===== src/shared/sadc_map.vh =====
`ifndef SADC_MAP_VH
`define SADC_MAP_VH

// bus geometry
`define SADC_AW 6
`define SADC_DW 16
`define SADC_RST16 16'h0000

// register offsets (word addresses)
`define SADC_OFF_CTRL1 6'h00
`define SADC_OFF_CTRL2 6'h01
`define SADC_OFF_CTRL3 6'h02
`define SADC_OFF_CHSEL 6'h03
`define SADC_BUF_HI 2'h1
`define SADC_BUF_MSB 5
`define SADC_BUF_LSB 4

// control register one fields
`define SADC_C1_EN 15
`define SADC_C1_IDLE 13
`define SADC_C1_RESULT_FORMAT_HI 9
`define SADC_C1_RESULT_FORMAT_LO 8
`define SADC_C1_TRIG_HI 7
`define SADC_C1_TRIG_LO 5
`define SADC_C1_AUTO_SAMPLE_START 2
`define SADC_C1_SAMPLE_ENABLE 1
`define SADC_C1_DONE 0

// control register two fields
`define SADC_C2_REF_HI 15
`define SADC_C2_REF_LO 13
`define SADC_C2_OFFSET_CALIBRATION_SELECT 12
`define SADC_C2_SCAN 10
`define SADC_C2_BUFFER_FILL_STATUS 7
`define SADC_C2_RATE_HI 5
`define SADC_C2_RATE_LO 2
`define SADC_C2_SPLIT 1
`define SADC_C2_ALTERNATE_MUX_SELECT 0

// control register three fields
`define SADC_C3_CLKSRC 15
`define SADC_C3_SAMT_HI 12
`define SADC_C3_SAMT_LO 8
`define SADC_C3_DIV_HI 7
`define SADC_C3_DIV_LO 0

// channel select fields
`define SADC_CH_A_HI 4
`define SADC_CH_A_LO 0
`define SADC_CH_B_HI 12
`define SADC_CH_B_LO 8

// writable masks (unimplemented bits read zero)
`define SADC_C1_WMASK 16'hA3E7
`define SADC_C2_WMASK 16'hF43F
`define SADC_C3_WMASK 16'h9FFF
`define SADC_CH_WMASK 16'h1F1F

// trigger source codes
`define SADC_TRIG_SW 3'h0
`define SADC_TRIG_PIN 3'h1
`define SADC_TRIG_TMR 3'h2
`define SADC_TRIG_CHARGE_TIME_MEASURE_UNIT 3'h6
`define SADC_TRIG_AUTO 3'h7

// result format codes
`define SADC_FMT_INT 2'h0
`define SADC_FMT_SINT 2'h1
`define SADC_FMT_FRAC 2'h2
`define SADC_FMT_SFRAC 2'h3

// reference codes
`define SADC_REF_POS 3'h1
`define SADC_REF_NEG 3'h2
`define SADC_REF_BOTH 3'h3

// channel numbers and misc
`define SADC_CH_MAX_LOW 5'h05
`define SADC_CH_MIN_HIGH 5'h0A
`define SADC_CH_MAX_HIGH 5'h0C
`define SADC_SIGN_FLIP 10'h200
`define SADC_ONE4 4'h1
`define SADC_ONE5 5'h01
`define SADC_ONE8 8'h01
`define SADC_ZERO3 3'h0
`define SADC_ZERO4 4'h0
`define SADC_ZERO5 5'h00
`define SADC_ZERO6 6'h00
`define SADC_ZERO8 8'h00

`endif


===== src/verilog/sadc_buf.v =====
`timescale 1ns/1ps
`include "sadc_map.vh"

module sadc_buf (
   // clock and reset
   input wire core_clk_in,
   input wire rst_n_in,
   // write port from the sequencer
   input wire wr_en_in,
   input wire [3:0] wr_addr_in,
   input wire [15:0] wr_data_in,
   // read port from the bus
   input wire rd_en_in,
   input wire [3:0] rd_addr_in,
   input wire bypass_sel_in,
   input wire [15:0] bypass_data_in,
   output reg [15:0] rd_data_q_out
);

   reg [15:0] mem [0:15];

   // storage array, no reset so it maps to plain memory
   always @(posedge core_clk_in) begin
      if (wr_en_in) begin
         mem[wr_addr_in] <= wr_data_in;
      end
   end

   // read data register doubles as the bus read register
   always @(posedge core_clk_in) begin
      if (!rst_n_in) begin
         rd_data_q_out <= `SADC_RST16;
      end else if (rd_en_in) begin
         if (bypass_sel_in) begin
            rd_data_q_out <= bypass_data_in;
         end else begin
            rd_data_q_out <= mem[rd_addr_in];
         end
      end else begin
         rd_data_q_out <= `SADC_RST16; // data stand one cycle only
      end
   end

endmodule // sadc_buf


===== src/verilog/sadc_ctrl.v =====
// What this block does
// - converter runs only while enable set
// - disabling may lose buffer; read first
// - idle-stop halts converter during CPU idle
// - two-bit format places ten-bit result
// - code 111: sample counter starts conversion
// - codes 110/010/001: event starts conversion
// - code 000: clearing sample bit converts
// - auto-start resamples, hardware sets sample bit
// - manual mode samples when software sets
// - sample bit shows sampling versus holding
// - done bit set on completion
// - reference select in control two 15:13
// - divider 7:0, sample time 12:8
// - interrupt rate in control two 5:2
// - sixteen word result buffer
// - nine channels: 0-5 and 10-12
// - interrupt every N+1 sequences
// - split mode gives two halves
// - fill status shows upper half filling
// - reference codes pick rails or pins
`timescale 1ns/1ps
`include "sadc_map.vh"

module sadc_ctrl (
   // clock and reset
   input wire core_clk_in,
   input wire rst_n_in,
   // register port
   input wire [5:0] reg_addr_in,
   input wire [15:0] reg_wdata_in,
   input wire reg_wr_in,
   input wire reg_rd_in,
   output wire [15:0] reg_rdata_out,
   // system state and trigger events
   input wire cpu_idle_in,
   input wire timer_three_match_in,
   input wire charge_time_measure_unit_event_in,
   input wire external_interrupt_pin_zero_in,
   // converter core
   input wire conv_done_in,
   input wire [9:0] conv_result_in,
   output reg converter_enable_out,
   output reg sample_hold_out,
   output reg conv_start_out,
   output reg [4:0] channel_out,
   output reg vref_pos_ext_out,
   output reg vref_neg_ext_out,
   output reg offset_cal_out,
   output reg [7:0] conv_clk_div_out,
   // interrupt request toward the interrupt controller
   output reg converter_interrupt_flag_out
);

   // one-hot sequencer states
   localparam [2:0] ST_HOLD = 3'h1;
   localparam [2:0] ST_SAMPLE = 3'h2;
   localparam [2:0] ST_CONV = 3'h4;

   reg [15:0] ctrl1_q;
   reg [15:0] ctrl2_q;
   reg [15:0] ctrl3_q;
   reg [15:0] chsel_q;
   reg [2:0] state_q;
   reg [7:0] tad_cnt_q;
   reg [4:0] samt_cnt_q;
   reg [3:0] seq_cnt_q;
   reg [3:0] ptr_q;
   reg buffer_fill_status_q;
   reg alt_q;
   reg pin_s1_q;
   reg pin_s2_q;
   reg pin_s3_q;
   reg pin_lvl_q;

   // field views
   wire en = ctrl1_q[`SADC_C1_EN];
   wire idle_stop_select = ctrl1_q[`SADC_C1_IDLE];
   wire [1:0] result_format = ctrl1_q[`SADC_C1_RESULT_FORMAT_HI:`SADC_C1_RESULT_FORMAT_LO];
   wire [2:0] trigger_source_select = ctrl1_q[`SADC_C1_TRIG_HI:`SADC_C1_TRIG_LO];
   wire auto_sample_start = ctrl1_q[`SADC_C1_AUTO_SAMPLE_START];
   wire [2:0] reference_select = ctrl2_q[`SADC_C2_REF_HI:`SADC_C2_REF_LO];
   wire [3:0] interrupt_rate_select = ctrl2_q[`SADC_C2_RATE_HI:`SADC_C2_RATE_LO];
   wire buffer_split_mode = ctrl2_q[`SADC_C2_SPLIT];
   wire alternate_mux_select = ctrl2_q[`SADC_C2_ALTERNATE_MUX_SELECT];
   wire [4:0] auto_sample_time = ctrl3_q[`SADC_C3_SAMT_HI:`SADC_C3_SAMT_LO];
   wire [7:0] conversion_clock_divider = ctrl3_q[`SADC_C3_DIV_HI:`SADC_C3_DIV_LO];

   // address decode
   wire hit_c1 = (reg_addr_in == `SADC_OFF_CTRL1);
   wire hit_c2 = (reg_addr_in == `SADC_OFF_CTRL2);
   wire hit_c3 = (reg_addr_in == `SADC_OFF_CTRL3);
   wire hit_ch = (reg_addr_in == `SADC_OFF_CHSEL);
   wire hit_buf = (reg_addr_in[`SADC_BUF_MSB:`SADC_BUF_LSB] == `SADC_BUF_HI);
   wire wr_c1 = reg_wr_in & hit_c1;
   wire sw_sample_enable = reg_wdata_in[`SADC_C1_SAMPLE_ENABLE];

   // idle stop freezes progress, state is kept for resume
   wire run = en & ~(idle_stop_select & cpu_idle_in);

   // external pin: change accepted once stages two and three agree
   always @(posedge core_clk_in) begin
      if (!rst_n_in) begin
         pin_s1_q <= 1'b0;
         pin_s2_q <= 1'b0;
         pin_s3_q <= 1'b0;
         pin_lvl_q <= 1'b0;
      end else begin
         pin_s1_q <= external_interrupt_pin_zero_in;
         pin_s2_q <= pin_s1_q;
         pin_s3_q <= pin_s2_q;
         if (pin_s2_q == pin_s3_q) begin
            pin_lvl_q <= pin_s3_q;
         end
      end
   end
   wire pin_rise = (pin_s2_q == pin_s3_q) & pin_s3_q & ~pin_lvl_q;

   // sample timer: one tad is divider+1 clocks
   wire tad_tick = (tad_cnt_q == conversion_clock_divider);
   wire samt_expired = (samt_cnt_q == auto_sample_time);

   // conversion trigger from the selected source
   reg trig_hit;
   always @* begin
      trig_hit = 1'b0;
      case (trigger_source_select)
         `SADC_TRIG_AUTO: trig_hit = samt_expired;
         `SADC_TRIG_CHARGE_TIME_MEASURE_UNIT: trig_hit = charge_time_measure_unit_event_in;
         `SADC_TRIG_TMR: trig_hit = timer_three_match_in;
         `SADC_TRIG_PIN: trig_hit = pin_rise;
         `SADC_TRIG_SW: trig_hit = wr_c1 & ~sw_sample_enable;
         default: trig_hit = 1'b0; // reserved codes never trigger
      endcase
   end

   function [15:0] fmt_result;
      input [1:0] fmt;
      input [9:0] r;
      reg [9:0] s;
      begin
         s = r ^ `SADC_SIGN_FLIP;
         case (fmt)
            `SADC_FMT_SINT: fmt_result = {{6{s[9]}}, s};
            `SADC_FMT_FRAC: fmt_result = {r, `SADC_ZERO6};
            `SADC_FMT_SFRAC: fmt_result = {s, `SADC_ZERO6};
            default: fmt_result = {`SADC_ZERO6, r};
         endcase
      end
   endfunction

   // completion bookkeeping; a result already in flight lands even under idle stop
   wire conv_fin = en & (state_q == ST_CONV) & conv_done_in;
   wire seq_last = (seq_cnt_q == interrupt_rate_select);
   // split mode addresses the half being filled
   wire [3:0] wr_addr = buffer_split_mode ? {buffer_fill_status_q, ptr_q[2:0]} : ptr_q;

   // map the selected code to a legal channel, others park on channel zero
   function [4:0] legal_chan;
      input [4:0] c;
      begin
         if ((c <= `SADC_CH_MAX_LOW) ||
             ((c >= `SADC_CH_MIN_HIGH) && (c <= `SADC_CH_MAX_HIGH))) begin
            legal_chan = c;
         end else begin
            legal_chan = `SADC_ZERO5;
         end
      end
   endfunction
   wire [4:0] chan_sel = (alternate_mux_select & alt_q) ?
                         chsel_q[`SADC_CH_B_HI:`SADC_CH_B_LO] :
                         chsel_q[`SADC_CH_A_HI:`SADC_CH_A_LO];

   // control registers, sequencer and counters
   always @(posedge core_clk_in) begin
      if (!rst_n_in) begin
         ctrl1_q <= `SADC_RST16;
         ctrl2_q <= `SADC_RST16;
         ctrl3_q <= `SADC_RST16;
         chsel_q <= `SADC_RST16;
         state_q <= ST_HOLD;
         tad_cnt_q <= `SADC_ZERO8;
         samt_cnt_q <= `SADC_ZERO5;
         seq_cnt_q <= `SADC_ZERO4;
         ptr_q <= `SADC_ZERO4;
         buffer_fill_status_q <= 1'b0;
         alt_q <= 1'b0;
         conv_start_out <= 1'b0;
         converter_interrupt_flag_out <= 1'b0;
      end else begin
         conv_start_out <= 1'b0;
         converter_interrupt_flag_out <= 1'b0;
         // software writes; status bits are merged below
         if (wr_c1) begin
            ctrl1_q <= reg_wdata_in & `SADC_C1_WMASK;
         end
         if (reg_wr_in & hit_c2) begin
            ctrl2_q <= (reg_wdata_in & `SADC_C2_WMASK) |
                       {8'h00, buffer_fill_status_q, 7'h00};
         end else begin
            // fill status tracks the half in use
            ctrl2_q[`SADC_C2_BUFFER_FILL_STATUS] <= buffer_fill_status_q;
         end
         if (reg_wr_in & hit_c3) begin
            ctrl3_q <= reg_wdata_in & `SADC_C3_WMASK;
         end
         if (reg_wr_in & hit_ch) begin
            chsel_q <= reg_wdata_in & `SADC_CH_WMASK;
         end
         if (!en) begin
            // converter off; sequence and buffer position are lost
            state_q <= ST_HOLD;
            ctrl1_q[`SADC_C1_SAMPLE_ENABLE] <= 1'b0;
            seq_cnt_q <= `SADC_ZERO4;
            ptr_q <= `SADC_ZERO4;
            buffer_fill_status_q <= 1'b0;
            alt_q <= 1'b0;
         end else if (run | conv_fin) begin
            case (state_q)
               ST_HOLD: begin
                  // manual start when software sets the sample bit
                  if (wr_c1 & sw_sample_enable) begin
                     state_q <= ST_SAMPLE;
                     tad_cnt_q <= `SADC_ZERO8;
                     samt_cnt_q <= `SADC_ZERO5;
                     // hardware clears done as a new sample begins
                     ctrl1_q[`SADC_C1_DONE] <= 1'b0;
                  end
               end
               ST_SAMPLE: begin
                  if (trig_hit) begin
                     state_q <= ST_CONV;
                     ctrl1_q[`SADC_C1_SAMPLE_ENABLE] <= 1'b0;
                     conv_start_out <= 1'b1;
                  end else if (wr_c1 & ~sw_sample_enable) begin
                     state_q <= ST_HOLD; // sample aborted by software
                  end else if (tad_tick) begin
                     tad_cnt_q <= `SADC_ZERO8;
                     if (!samt_expired) begin
                        samt_cnt_q <= samt_cnt_q + `SADC_ONE5;
                     end
                  end else begin
                     tad_cnt_q <= tad_cnt_q + `SADC_ONE8;
                  end
               end
               ST_CONV: begin
                  if (conv_done_in) begin
                     // done set; wins over a software clear
                     ctrl1_q[`SADC_C1_DONE] <= 1'b1;
                     if (alternate_mux_select) begin
                        alt_q <= ~alt_q;
                     end
                     if (seq_last) begin
                        converter_interrupt_flag_out <= 1'b1;
                        seq_cnt_q <= `SADC_ZERO4;
                        ptr_q <= `SADC_ZERO4;
                        alt_q <= 1'b0;
                        if (buffer_split_mode) begin
                           buffer_fill_status_q <= ~buffer_fill_status_q;
                        end
                     end else begin
                        seq_cnt_q <= seq_cnt_q + `SADC_ONE4;
                        ptr_q <= ptr_q + `SADC_ONE4;
                     end
                     // auto-start resamples and sets the sample bit
                     if (ctrl1_q[`SADC_C1_AUTO_SAMPLE_START] | (wr_c1 & reg_wdata_in[`SADC_C1_AUTO_SAMPLE_START])) begin
                        state_q <= ST_SAMPLE;
                        ctrl1_q[`SADC_C1_SAMPLE_ENABLE] <= 1'b1;
                        tad_cnt_q <= `SADC_ZERO8;
                        samt_cnt_q <= `SADC_ZERO5;
                     end else begin
                        state_q <= ST_HOLD;
                     end
                  end else begin
                     // sample bit written during conversion has no effect
                     ctrl1_q[`SADC_C1_SAMPLE_ENABLE] <= 1'b0;
                  end
               end
               default: state_q <= ST_HOLD;
            endcase
         end
      end
   end

   // outputs toward the analog core
   always @(posedge core_clk_in) begin
      if (!rst_n_in) begin
         converter_enable_out <= 1'b0;
         sample_hold_out <= 1'b0;
         channel_out <= `SADC_ZERO5;
         vref_pos_ext_out <= 1'b0;
         vref_neg_ext_out <= 1'b0;
         offset_cal_out <= 1'b0;
         conv_clk_div_out <= `SADC_ZERO8;
      end else begin
         converter_enable_out <= run;
         sample_hold_out <= run & ctrl1_q[`SADC_C1_SAMPLE_ENABLE];
         channel_out <= legal_chan(chan_sel);
         // reference pins, codes 1xx fall back to rails
         vref_pos_ext_out <= (reference_select == `SADC_REF_POS) |
                             (reference_select == `SADC_REF_BOTH);
         vref_neg_ext_out <= (reference_select == `SADC_REF_NEG) |
                             (reference_select == `SADC_REF_BOTH);
         offset_cal_out <= ctrl2_q[`SADC_C2_OFFSET_CALIBRATION_SELECT];
         // divider passed on for the conversion clock
         conv_clk_div_out <= conversion_clock_divider;
      end
   end

   // register read mux; buffer reads as zero while disabled
   reg [15:0] reg_view;
   reg bypass;
   always @* begin
      bypass = 1'b1;
      if (hit_c1) begin
         reg_view = ctrl1_q;
      end else if (hit_c2) begin
         reg_view = ctrl2_q;
      end else if (hit_c3) begin
         reg_view = ctrl3_q;
      end else if (hit_ch) begin
         reg_view = chsel_q;
      end else if (hit_buf & en) begin
         reg_view = `SADC_RST16;
         bypass = 1'b0;
      end else begin
         reg_view = `SADC_RST16;
      end
   end

   sadc_buf u_buf (
      .core_clk_in(core_clk_in),
      .rst_n_in(rst_n_in),
      .wr_en_in(conv_fin),
      .wr_addr_in(wr_addr),
      .wr_data_in(fmt_result(result_format, conv_result_in)),
      .rd_en_in(reg_rd_in),
      .rd_addr_in(reg_addr_in[3:0]),
      .bypass_sel_in(bypass),
      .bypass_data_in(reg_view),
      .rd_data_q_out(reg_rdata_out)
   );

endmodule // sadc_ctrl


===== config.mk =====
export PLATFORM = sky130hd
export DESIGN_NAME = sadc_ctrl
export DESIGN_NICKNAME = d
export VERILOG_FILES = /design/src/verilog/sadc_buf.v /design/src/verilog/sadc_ctrl.v
export VERILOG_INCLUDE_DIRS = /design/src /design/src/shared
export SDC_FILE = /design/constraint.sdc
export NUM_CORES = 1
export LEC_CHECK = 0
export BUFFER_PORTS_ARGS = -buffer_cell sky130_fd_sc_hd__buf_2
export CAP_MARGIN = 20
export CORE_UTILIZATION = 65
export DETAILED_ROUTE_END_ITERATION = 6
export GPL_TIMING_DRIVEN = 0
export PLACE_DENSITY_LB_ADDON = 0.25
export SLEW_MARGIN = 40
export SYNTH_ARGS = -nofsm -noshare
export SYNTH_HDL_FRONTEND = slang
export SYNTH_SLANG_ARGS = --single-unit

===== constraint.sdc =====
create_clock -name core_clk_in -period 6.95 [get_ports core_clk_in]
set_input_delay 0.695 -clock core_clk_in [delete_from_list [all_inputs] [get_ports core_clk_in]]
set_output_delay 0.695 -clock core_clk_in [all_outputs]
set_load 0.01 [all_outputs]

# After elaboration in Yosys (flattened, before gate mapping)
# Memories as Yosys holds them, arrays and structs flattened.
# Index checks and enable logic that the tools add are counted.
# totals
reg_bits,116
n_memories,1
ram_bits,256
# classes
order_cmp,3
eq_ne,29
n_reduce_logical,17
n_addsub,4
muxes,54
n_bitwise,27
# mem_list
memory,words,width,read_ports,rd_ports_with_merged_regs,write_ports,line_no,rtl
u_buf.mem,16,16,1,0,1,sadc_buf.v:20,reg [15:0] mem [0:15];
# op_table
operator,n
2-to-1 mux 16 bit,4
2-to-1 mux 8 bit,6
case mux 16 bit (3 select lines),1
2-to-1 mux 5 bit,8
case mux 8 bit (3 select lines),1
2-to-1 mux 1 bit,18
AND 1 bit,16
bitwise OR 16 x 8 -> 16 bit,1
case mux 5 bit (3 select lines),1
2-to-1 mux 13 bit,1
== test 3 x 2 -> 1 bit (second input constant),4
== test 6 x 2 -> 1 bit (second input constant),2
2-to-1 mux 3 bit,4
2-to-1 mux 4 bit,3
!= test 2 bit (second input constant),6
AND reduction 4 bit,3
AND reduction 10 bit,1
AND reduction 5 bit,2
== test 3 x 1 -> 1 bit (second input constant),3
== test 3 bit (second input constant),3
case mux 3 bit (3 select lines),1
adder 4 x 1 -> 4 bit (second input constant),2
adder 8 x 1 -> 8 bit (second input constant),1
== test 8 bit,1
other kinds (26),41

# Logic depth before layout (Yosys ltp)
# Gate-level depths: netlist of the first run.
# depth
word_depth,9
depth_mapped,8
mapped_depth_nobuf,7

# Modules after synthesis
# A second synthesis of the first run with hierarchy kept.
# unflattened
hier_cells,1009
hier_area_um2,14821.7
# by_module_without_submodules
mod,cells_each,area_per_inst_um2,instances
sadc_buf,490,10268.6,1
sadc_ctrl,519,4553.1,1

# Worst setup path after synthesis of the first run
# Ideal clock, no wire load.
# synth_timing
path_kind,input-to-reg
start,in conv_done_in
end,"mem u_buf.mem[11][0], enable pin"
setup_ns,0.409
cell_stages,4
n_path_buf,1
arrival_ns,2.467
setup_slack_ns,4.073
path_cell_list,and3_1 -> clkbuf_1 -> nand2_1 -> nor3_1
# synth_between
elab_chain_len,3
# synth_rtl
element,line_no,rtl
"start, declared",sadc_ctrl.v:41,"input wire conv_done_in,"
AND 1 bit,sadc_ctrl.v:153,wire conv_fin = en & (state_q == ST_CONV) & conv_done_in;
2-to-1 mux 1 bit,sadc_buf.v:24,if (wr_en_in) begin
2-to-1 mux 1 bit (not written as such),sadc_buf.v:25,mem[wr_addr_in] <= wr_data_in;
"end, declared",sadc_buf.v:20,
# No other way between the ends.

# Worst setup path after layout of the first run
# layout_timing
start,reg pin_s3_q
end,reg tad_cnt_q[6]
# layout_between
elab_chain_len,6
# layout_rtl
element,line_no,rtl
"start, declared",sadc_ctrl.v:73,reg pin_s3_q;
"start signal, assigned",sadc_ctrl.v:111,pin_s3_q <= pin_s2_q;
== test 1 bit,sadc_ctrl.v:117,wire pin_rise = (pin_s2_q == pin_s3_q) & pin_s3_q & ~pin_lvl_q;
AND 1 bit (*) (2 in a row),sadc_ctrl.v:117,
case mux 1 bit (5 select lines) (*),sadc_ctrl.v:127,case (trigger_source_select)
!= test 2 bit (no source line) (*),--,
AND reduction 8 bit (no source line) (*),--,
"end signal, assigned",sadc_ctrl.v:182,tad_cnt_q <= `SADC_ZERO8;
"end signal, assigned",sadc_ctrl.v:224,tad_cnt_q <= `SADC_ZERO8;
"end signal, assigned",sadc_ctrl.v:238,tad_cnt_q <= `SADC_ZERO8;
"end, declared",sadc_ctrl.v:65,reg [7:0] tad_cnt_q;
# Mark *: on every way between the ends. The rest lies on a longest branch, timed or not.
# A chain may end at the register's enable or synchronous reset.

==> results.txt, run 1 <==
----------------------------------------------------
[Power]
  Switching power ... 893 uW
  Static Leakage ... 0.00604 uW
  Relative contribution of combinational cells to total power ... 3.5%
  Flop pwr share ... 53.5%
  Worst voltage drop across the vdd grid ... ~0.21 mV
  Final total power ... 4360 uW
  Internal Power ... 3470 uW
  Cell area power density ... 258 nW/um^2
  Clock group share of total power ... 43.0%
  Switch share ... 20.5%

[Critical path]
  Number of buffer and inverter instances along the worst setup path ... 0
  Type of the worst setup path ... flip-flop to flip-flop
  Data required time at the worst endpoint ... 7.36 ns
  Worst Setup End Kind ... flip-flop
  Crit path max-delay family ... compound AO/OA/AOI/OAI gates
  Crit path max-delay cell type ... o2111ai_1
  Kind of start point of the critical path ... flip-flop
  Crit path cell chain ... ha_1 > or3b_2 > a211oi_1 > o211ai_1 > o2111ai_1 > nor2_1 > a311o_1
  Largest driver fanout on the critical path ... 8
  Crit path largest cell delay ... 0.67 ns
  Worst EP arrival ... approximately 3.2 ns

[Synth]
  Proportion of synthesized flip-flops having asynchronous set or reset ... 0%
  Mapped Cells ... 971
  EDFF count, synth ... roughly 260
  Post-synthesis average cell area ... 15.2 sq um
  Most instantiated flip-flop cell in the synthesis netlist ... edfxtp_1
  Flip-flop and latch count after synthesis ... 368
  Post-synthesis net count ... 1020
  Sequential element share of the synthesized area ... 67.3%
  Synthesis Warnings ... 0
  Unique masters post-synth ... 59
  Synthesized area ... 14800 sq um

[Placed design]
  Placed cell areas ... 15800 sq um
  Count of port buffers added during placement ... 73
  Post-place setup slack ... 3.77 ns
  Routability congestion estimate ... 0.930
  Cell count after placement ... 1335
  Final HPWL DP ... around 24000 um

[Cells and area]
  Proportion of layout cells with a drive suffix above 1 ... 25.0%
  Layout filler cell count ... ~1200
  Most used cells in the layout excluding fill and tap cells ... edfxtp_1, nand2_1, dfxtp_1
  Final-stage net count ... 1142
  Count of placed standard cells in the final layout, fillers left out ... approximately 1400
  Relative area change from synthesis to final layout ... 14.6%
  Diode count ... 0
  Most common cell after layout, fill and taps aside ... edfxtp_1
  Cell area after layout ... 16900 sq um

[Clocking]
  Clock transition at path regs ... approximately 0.06 ns
  Number of clock sinks seen by CTS ... 368
  Inserted Clock Buffers ... 36
  Clock Tree Buf Depth ... 3
  Buffers inserted during post-CTS setup optimization ... 0
  H-tree depth ... 2
  Root Buffer Master ... clkbuf_16
  CTS tree ... built
  Clock insertion delay at the later pin of the skew report ... approximately 0.53 ns
  Hold_buf cts ... 0
  Post-cts repair resize count ... 0

[Min path]
  Min-delay worst type ... input pin to flip-flop

[Route]
  Drt first pass iters ... 7
  Post-DRT Antenna Nets ... 0
  Routed wire length per instance ... 26.3 um
  DRC violation count after routing ... 8
  Drt via density ... 6.58
  Number of DRC markers after the initial detailed-route iteration ... 995
  Vias after detailed routing ... about 9200
  Routed wire length ... 36700 um

[GRT]
  Global routing usage on met1 ... 41.9%
  Largest net degree at the start of global routing ... 17
  Via count of the first global-routing pass ... 9163
  Antenna violations before repair ... 0
  Met2 routing resource usage after global routing ... 52.6%
  Met3 demand-to-capacity share in global routing ... 6.06%
  Top Usage Layer GRT ... met2
  Global routing usage summed across all routing layers ... 32.4%
  Global-route wire length before repair ... 54900 um
  Grt ovf ... 0

[Timing]
  Max frequency ... 364 MHz
  Number of setup violations in the final report ... 0
  Transition time at the pin with the least slew margin ... between 0.8 and 0.9 ns
  Worst-case headroom to the max-slew limit ... 43.2%
  Fraction of the cycle the final worst path needs ... roughly two fifths
  Sum Neg Setup Slack ... 0 ns
  Endpoints failing hold ... 0
  RSZ-0062 raised after global routing ... no
  Final worst clock skew ... 0.0106 ns
  Post-route worst setup slack ... roughly 4.2 ns
  Max-slew violation total from the final report ... 0
  Shortest clock period the worst path allows after layout ... 2.75 ns

[Floorplanning]
  Die extent in x ... 153 um
  Core Footprint ... 22000 sq um
  Total die area ... 23300 sq um
  Number of placed I/O pins ... 77
  Number of placement rows ... 54
  Die span in y ... ~150 um
  Initial Utilization ... 67.0%

[Run status]
  Outcome ... complete, but fails checks
  Violated checks ... design-rule violations

[Run]
  # Max-Cap Violations ... 0

----------------------------------------------------
-- metal layers --
layer / up-vias / part of all wire (%) / wire length, um
met1: 4538 / 37 / 13400
met5: - / 0 / 0
met2: 577 / 49 / 17800
met3: 126 / 9.6 / 3530
met4: 0 / 5.2 / 1910
li1: 3953 / - / -
-- through the flow --
step	hold WS (ns)	util [%]
finish	0.366	76.8
global route	0.383	76.8
CTS	0.359	76.7
detailed placement	0.456	71.5
global placement	0.445	70.3
floorplan	0.412	-
-- flip-flops by register name, indices dropped and copies added, names as in the netlist, 8 cells and up --
register,cells
ctrl3_q,14
u_buf.mem,256
conv_clk_div_out,8
ctrl1_q,10
chsel_q,10
tad_cnt_q,8
ctrl2_q,12
u_buf.rd_data_q_out,16
-- kinds of logic after synthesis --
family	synth area share [%]
DFF	67.3
and+or+nand+nor	8.66
AOI/OAI and AO/OA	5.52
muxes	14.7
buffers and inverters	1.59
xor gates and xnor gates	1.60
adders and majority gates	0.678
other	0.0254
-- layout make-up --
class	instances	area [sq um]	share of cell area, %
Buffer	51	214	1.27
Clock buffer	50	1030	6.12
Clock inverter	13	95.1	0.562
Inverter	6	22.5	0.133
Multi-Input combinational cell	546	4690	27.7
Sequential cell	368	9930	58.7
Tap cell	280	350	2.07
Timing Repair Buffer	84	571	3.37
-- power by group through the flow --
stage / logic (uW) / clock network (uW) / registers (uW)
global placement: 144 / 0 / 2380
global route: 159 / 1970 / 2330
floorplan: 91.5 / 0 / 2380
detailed placement: 148 / 0 / 2380
finish: 151 / 1880 / 2340
CTS: 149 / 1880 / 2340
-- worst reg2reg max path, stage by stage (launching register included) --
cell	delay, ns
dfxtp_1	0.34
ha_1	0.16
or3b_2	0.49
a211oi_1	0.27
o211ai_1	0.25
o2111ai_1	0.68
nor2_1	0.12
a311o_1	0.33
-- path summary, 6_finish.rpt --
kind                            depth (start not counted)  slack, ns                               to                start
worst max-delay path                                    7       4.20        tad_cnt_q[6]$_SDFFE_PN0P_  pin_s3_q$_SDFF_PN0_
worst min-delay path                                    2       0.37  converter_enable_out$_SDFF_PN0_          cpu_idle_in
worst max register to register                          7       4.20        tad_cnt_q[6]$_SDFFE_PN0P_  pin_s3_q$_SDFF_PN0_
worst min register to register                          1       0.46              pin_s2_q$_SDFF_PN0_  pin_s1_q$_SDFF_PN0_
-- cell usage after synthesis (2+ instances only) --
| library cell | instances | area (sq um) |
|---|---|---|
| and2_1 | 15 | 93.8 |
| xor2_1 | 11 | 96.3 |
| nor2_1 | 51 | 191 |
| or3b_2 | 3 | 26.3 |
| nand4_1 | 5 | 31.3 |
| nand3_1 | 13 | 65.1 |
| nor3_1 | 7 | 35.0 |
| edfxtp_1 | 256 | 7690 |
| o211ai_1 | 7 | 52.6 |
| o21ai_0 | 15 | 75.1 |
| a22oi_1 | 9 | 67.6 |
| xnor2_1 | 16 | 140 |
| or2_2 | 4 | 25.0 |
| mux2_2 | 10 | 113 |
| nor3b_1 | 5 | 37.5 |
| clkbuf_1 | 34 | 128 |
| nor2b_1 | 12 | 75.1 |
| o32ai_1 | 2 | 17.5 |
| nand2_1 | 127 | 477 |
| buf_2 | 10 | 50.1 |
| a21o_1 | 6 | 45.0 |
| dfxtp_1 | 112 | 2240 |
| a21oi_1 | 57 | 285 |
| nand2b_1 | 5 | 31.3 |
| a22o_1 | 6 | 52.6 |
| mux2i_1 | 18 | 180 |
| a41oi_1 | 2 | 17.5 |
| o2111ai_1 | 2 | 17.5 |
| a31oi_1 | 5 | 31.3 |
| and3_1 | 15 | 93.8 |
| or3_1 | 2 | 12.5 |
| inv_1 | 6 | 22.5 |
| buf_1 | 6 | 22.5 |
| nor4_1 | 2 | 12.5 |
| mux4_2 | 83 | 1870 |
| ha_1 | 8 | 100 |
| a32oi_1 | 2 | 17.5 |
(Power assumes the default switching activity.)
==> run 2, diff against run 1 <==
--- a/config.mk
+++ b/config.mk
@@ -6,9 +6,10 @@
 export SDC_FILE = /design/constraint.sdc
 export NUM_CORES = 1
 export LEC_CHECK = 0
+export ABC_AREA = 1
 export BUFFER_PORTS_ARGS = -buffer_cell sky130_fd_sc_hd__buf_2
 export CAP_MARGIN = 20
-export CORE_UTILIZATION = 65
+export CORE_UTILIZATION = 55
 export DETAILED_ROUTE_END_ITERATION = 6
 export GPL_TIMING_DRIVEN = 0
 export PLACE_DENSITY_LB_ADDON = 0.25
==> constraint.sdc (replaced) <==
create_clock -name core_clk_in -period 2.5 [get_ports core_clk_in]
set_input_delay 0.25 -clock core_clk_in [delete_from_list [all_inputs] [get_ports core_clk_in]]
set_output_delay 0.25 -clock core_clk_in [all_outputs]
set_load 0.01 [all_outputs]
==> results.txt, run 2 <==
----------------------------------------------------
[Run status]
  Outcome ... complete, but fails checks
  Violated checks ... design-rule violations

[Critical path]
  Total stage count of the critical path ... 9 (+2)
  Crit path max-delay cell type ... nor3_4
  Kind of start point of the critical path ... flip-flop
  Data required time at the worst endpoint ... 2.73 ns (-4.63 ns)
  Largest driver fanout on the critical path ... 10 (+2)
  Crit path largest cell delay ... 0.37 ns (-0.30 ns)
  Type of the worst setup path ... flip-flop to flip-flop
  Reg-to-Reg End ... u_buf.mem[3][5]$_DFFE_PP_
  Setup slack, reg-to-reg ... 0.15 ns (-4.05 ns)
  Worst EP arrival ... 2.57 ns (-0.59 ns)
  Cell count of the worst reg-to-reg path ... 9 (+2)
  Crit path max-delay family ... simple AND/OR/NAND/NOR gates
  Worst Setup End Kind ... flip-flop
  Number of buffer and inverter instances along the worst setup path ... 4 (+4)
  Worst setup path end ... u_buf.mem[3][5]$_DFFE_PP_
  Crit path cell chain ... inv_1 > nand3_1 > nor2_2 > nand2_1 > buf_2 > clkinv_1 > nand2_2 > nor3_4 > buf_6
  Launch instance of the worst register-to-register path ... state_q[0]$_SDFFE_PN1P_
  Critical Path Source ... state_q[0]$_SDFFE_PN1P_

[GRT]
  Largest net degree at the start of global routing ... 17 (unchanged)
  Via count of the first global-routing pass ... 10700 (+17%)
  Global routing usage summed across all routing layers ... 31.4% (-0.98 points)
  Global-route wire length before repair ... 64200 um (+17%)
  Antenna violations before repair ... 0 (unchanged)
  Grt ovf ... 0 (unchanged)

[Timing]
  Transition time at the pin with the least slew margin ... 0.946 ns (+0.0934 ns)
  Number of setup violations in the final report ... 0 (unchanged)
  Worst-case headroom to the max-slew limit ... 37.0% (-6.2 points)
  Endpoints failing hold ... 0 (unchanged)
  Max frequency ... 426 MHz (+17%)
  Shortest clock period the worst path allows after layout ... 2.35 ns (-0.403 ns)
  Post-route worst setup slack ... 0.153 ns (-4.05 ns)
  Max-slew violation total from the final report ... 0 (unchanged)
  Final worst clock skew ... 0.0200 ns (+0.00937 ns)
  Fraction of the cycle the final worst path needs ... 93.9% (+54 points)
  RSZ-0062 raised after global routing ... no
  Hold WS ... 0.0228 ns (-0.343 ns)
  Sum Neg Setup Slack ... 0 ns (unchanged)

[Floorplanning]
  Core Footprint ... 26200 sq um (+19%)
  Die span in y ... 166 um (+8.6%)
  Number of placed I/O pins ... 77 (unchanged)
  Number of placement rows ... 59 (+9.3%)
  Die extent in x ... 166 um (+8.6%)
  Total die area ... 27500 sq um (+18%)
  Initial Utilization ... 56.3% (-11 points)

[Synth]
  Unique masters post-synth ... 46 (-22%)
  Area leader, netlist ... edfxtp_1
  Area share of the largest cell type after synthesis ... 52.1% (about the same)
  Proportion of synthesized flip-flops having asynchronous set or reset ... 0% (unchanged)
  Most instantiated flip-flop cell in the synthesis netlist ... edfxtp_1
  Synthesis Warnings ... 0 (unchanged)
  EDFF count, synth ... 256 (unchanged)
  Post-synthesis average cell area ... 10.7 sq um (-30%)
  Post-synthesis net count ... 1432 (+40%)
  Synth area leaders ... edfxtp_1, dfxtp_1, nand2_1
  Synthesized area ... 14700 sq um (about the same)
  Flip-flop and latch count after synthesis ... 368 (unchanged)
  Mapped Cells ... 1383 (+42%)
  Sequential element share of the synthesized area ... 67.3% (about the same)
  Most common library cells after synthesis ... nand2_1, edfxtp_1, inv_1, nor2_1, dfxtp_1
  Most frequently used cell type in the post-synthesis netlist ... nand2_1

[Cells and area]
  Layout filler cell count ... 1955 (+58%)
  Final-stage net count ... 1581 (+38%)
  Biggest registers after layout ... u_buf.mem: 256 flops, u_buf.rd_data_q_out: 16 flops, ctrl3_q: 14 flops
  Area of the multi-input gates ... 4290 sq um (-8.5%)
  Flip-flop and latch area ... 9930 sq um (unchanged)
  Proportion of layout cells with a drive suffix above 1 ... 14.2% (-11 points)
  Count of placed standard cells in the final layout, fillers left out ... 1893 (+35%)
  Diode count ... 0 (unchanged)
  Most used cells in the layout excluding fill and tap cells ... nand2_1, edfxtp_1, inv_1
  Flip-flop count of the largest register after layout ... 256 (unchanged)
  Top reg by flops ... u_buf.mem
  Most common cell after layout, fill and taps aside ... nand2_1
  Relative area change from synthesis to final layout ... 18.8%

[Power]
  Clock group share of total power ... 43.8% (+0.8 points)
  Switch share ... 21.1% (+0.65 points)
  Relative contribution of combinational cells to total power ... 4.1% (+0.6 points)
  Worst voltage drop across the vdd grid ... 0.543 mV (+150%)
  Internal Power ... 9840 uW (+180%)
  Final total power ... 12500 uW (+190%)
  Flop pwr share ... 52.1% (-1.4 points)
  Static Leakage ... 0.00657 uW (+8.8%)
  Cell area power density ... 711 nW/um^2 (+180%)
  Switching power ... 2630 uW (+190%)

[Placed design]
  Count of port buffers added during placement ... 73 (unchanged)
  Final HPWL DP ... 29200 um (+24%)
  Routability congestion estimate ... 0.956 (+2.9%)
  Cell count after placement ... 1810 (+36%)
  Post-place setup slack ... -0.0860 ns (-3.85 ns)

[Clocking]
  CTS tree ... built
  Inserted Clock Buffers ... 37 (+2.8%)
  Root Buffer Master ... clkbuf_16
  Clock Tree Buf Depth ... 3 (unchanged)
  Clock transition at path regs ... 0.07 ns (about the same)
  H-tree depth ... 2 (unchanged)
  Clock insertion delay at the later pin of the skew report ... 0.53 ns (about the same)
  Number of clock sinks seen by CTS ... 368 (unchanged)

[Min path]
  Min-delay worst type ... input pin to flip-flop

[Route]
  Drt first pass iters ... 7 (unchanged)
  DRC violation count after routing ... 8 (unchanged)
  Post-DRT Antenna Nets ... 0 (unchanged)
  Drt via density ... 5.93 (-9.8%)
  Routed wire length per instance ... 22.9 um (-13%)
  Routed wire length ... 43300 um (+18%)
  Number of DRC markers after the initial detailed-route iteration ... 1457 (+46%)
  Vias after detailed routing ... 11200 (+22%)

[Run]
  # Max-Cap Violations ... 0 (unchanged)

----------------------------------------------------
run 2: worst min path at each step:
stage,startpoint,endpoint,cells after the start
floorplan,external_interrupt_pin_zero_in,pin_s1_q$_SDFF_PN0_,2
global placement,pin_s1_q$_SDFF_PN0_,pin_s2_q$_SDFF_PN0_,2
detailed placement,pin_s1_q$_SDFF_PN0_,pin_s2_q$_SDFF_PN0_,2
CTS,reg_wdata_in[9],chsel_q[9]$_SDFFE_PN0P_,3
global route,reg_wdata_in[5],ctrl3_q[5]$_SDFFE_PN0P_,3
finish,reg_wdata_in[5],ctrl3_q[5]$_SDFFE_PN0P_,3
run 2: kinds of logic (layout without fill, tap and decap cells):
family / count (synthesis) / after routing / synth area share (%)
adders and majority gates: 8 / 8 / 0.679
buffers and inverters: 182 / 357 / 4.81
other: 1 / 1 / 0.0254
and+or+nand+nor: 579 / 579 / 17.0
AOI/OAI and AO/OA: 229 / 229 / 9.20
xor gates and xnor gates: 16 / 16 / 0.950
DFF: 368 / 368 / 67.3
run 2: power by group through the flow:
stage,Clock [uW],Combinational [uW],Sequential (uW)
finish,5460,509,6500
global route,5700,545,6500
CTS,5490,494,6500
detailed placement,0,487,6630
global placement,0,475,6630
floorplan,0,269,6630
run 2: through the flow:
| step | utilization (%) | area [sq um] |
|---|---|---|
| floorplan | - | 14800 |
| detailed placement | 61.4 | 16100 |
| finish | 66.9 | 17500 |
| global route | 66.9 | 17500 |
| global placement | 59.3 | 15500 |
| CTS | 66.5 | 17400 |
run 2: cell type report:
| class | instances | share of cell area [%] |
|---|---|---|
| Sequential cell | 368 | 56.6 |
| Multi-Input combinational cell | 833 | 24.5 |
| Clock buffer | 48 | 5.87 |
| Timing Repair Buffer | 110 | 5.63 |
| Inverter | 128 | 2.74 |
| Tap cell | 335 | 2.39 |
| Buffer | 54 | 1.31 |
| Clock inverter | 17 | 0.928 |
run 2: timing repair:
| action | 4_1_cts | 5_1_grt |
|---|---|---|
| endpoints found under the hold margin | 4 | 0 |
| resized for setup | 1 | 2 |
| setup buffers | 6 | 9 |
| pin swaps | 6 | 7 |
| endpoints found under the setup margin | 56 | 153 |
| hold buffers | 3 | 0 |
run 2: metal layers:
layer  vias up  part of all wire (%)  track usage [%]
li1       5123                     -                -
met1      5264                    37             40.8
met2       700                    47             51.2
met3       142                    11             5.17
met4         0                   5.2             16.6
met5         -                     0                0
run 2: worst reg2reg max path, cell delays in order (launching register included):
cell,delay [ns]
dfxtp_1,0.31
inv_1,0.08
nand3_1,0.13
nor2_2,0.20
nand2_1,0.10
buf_2,0.19
clkinv_1,0.22
nand2_2,0.24
nor3_4,0.37
buf_6,0.21
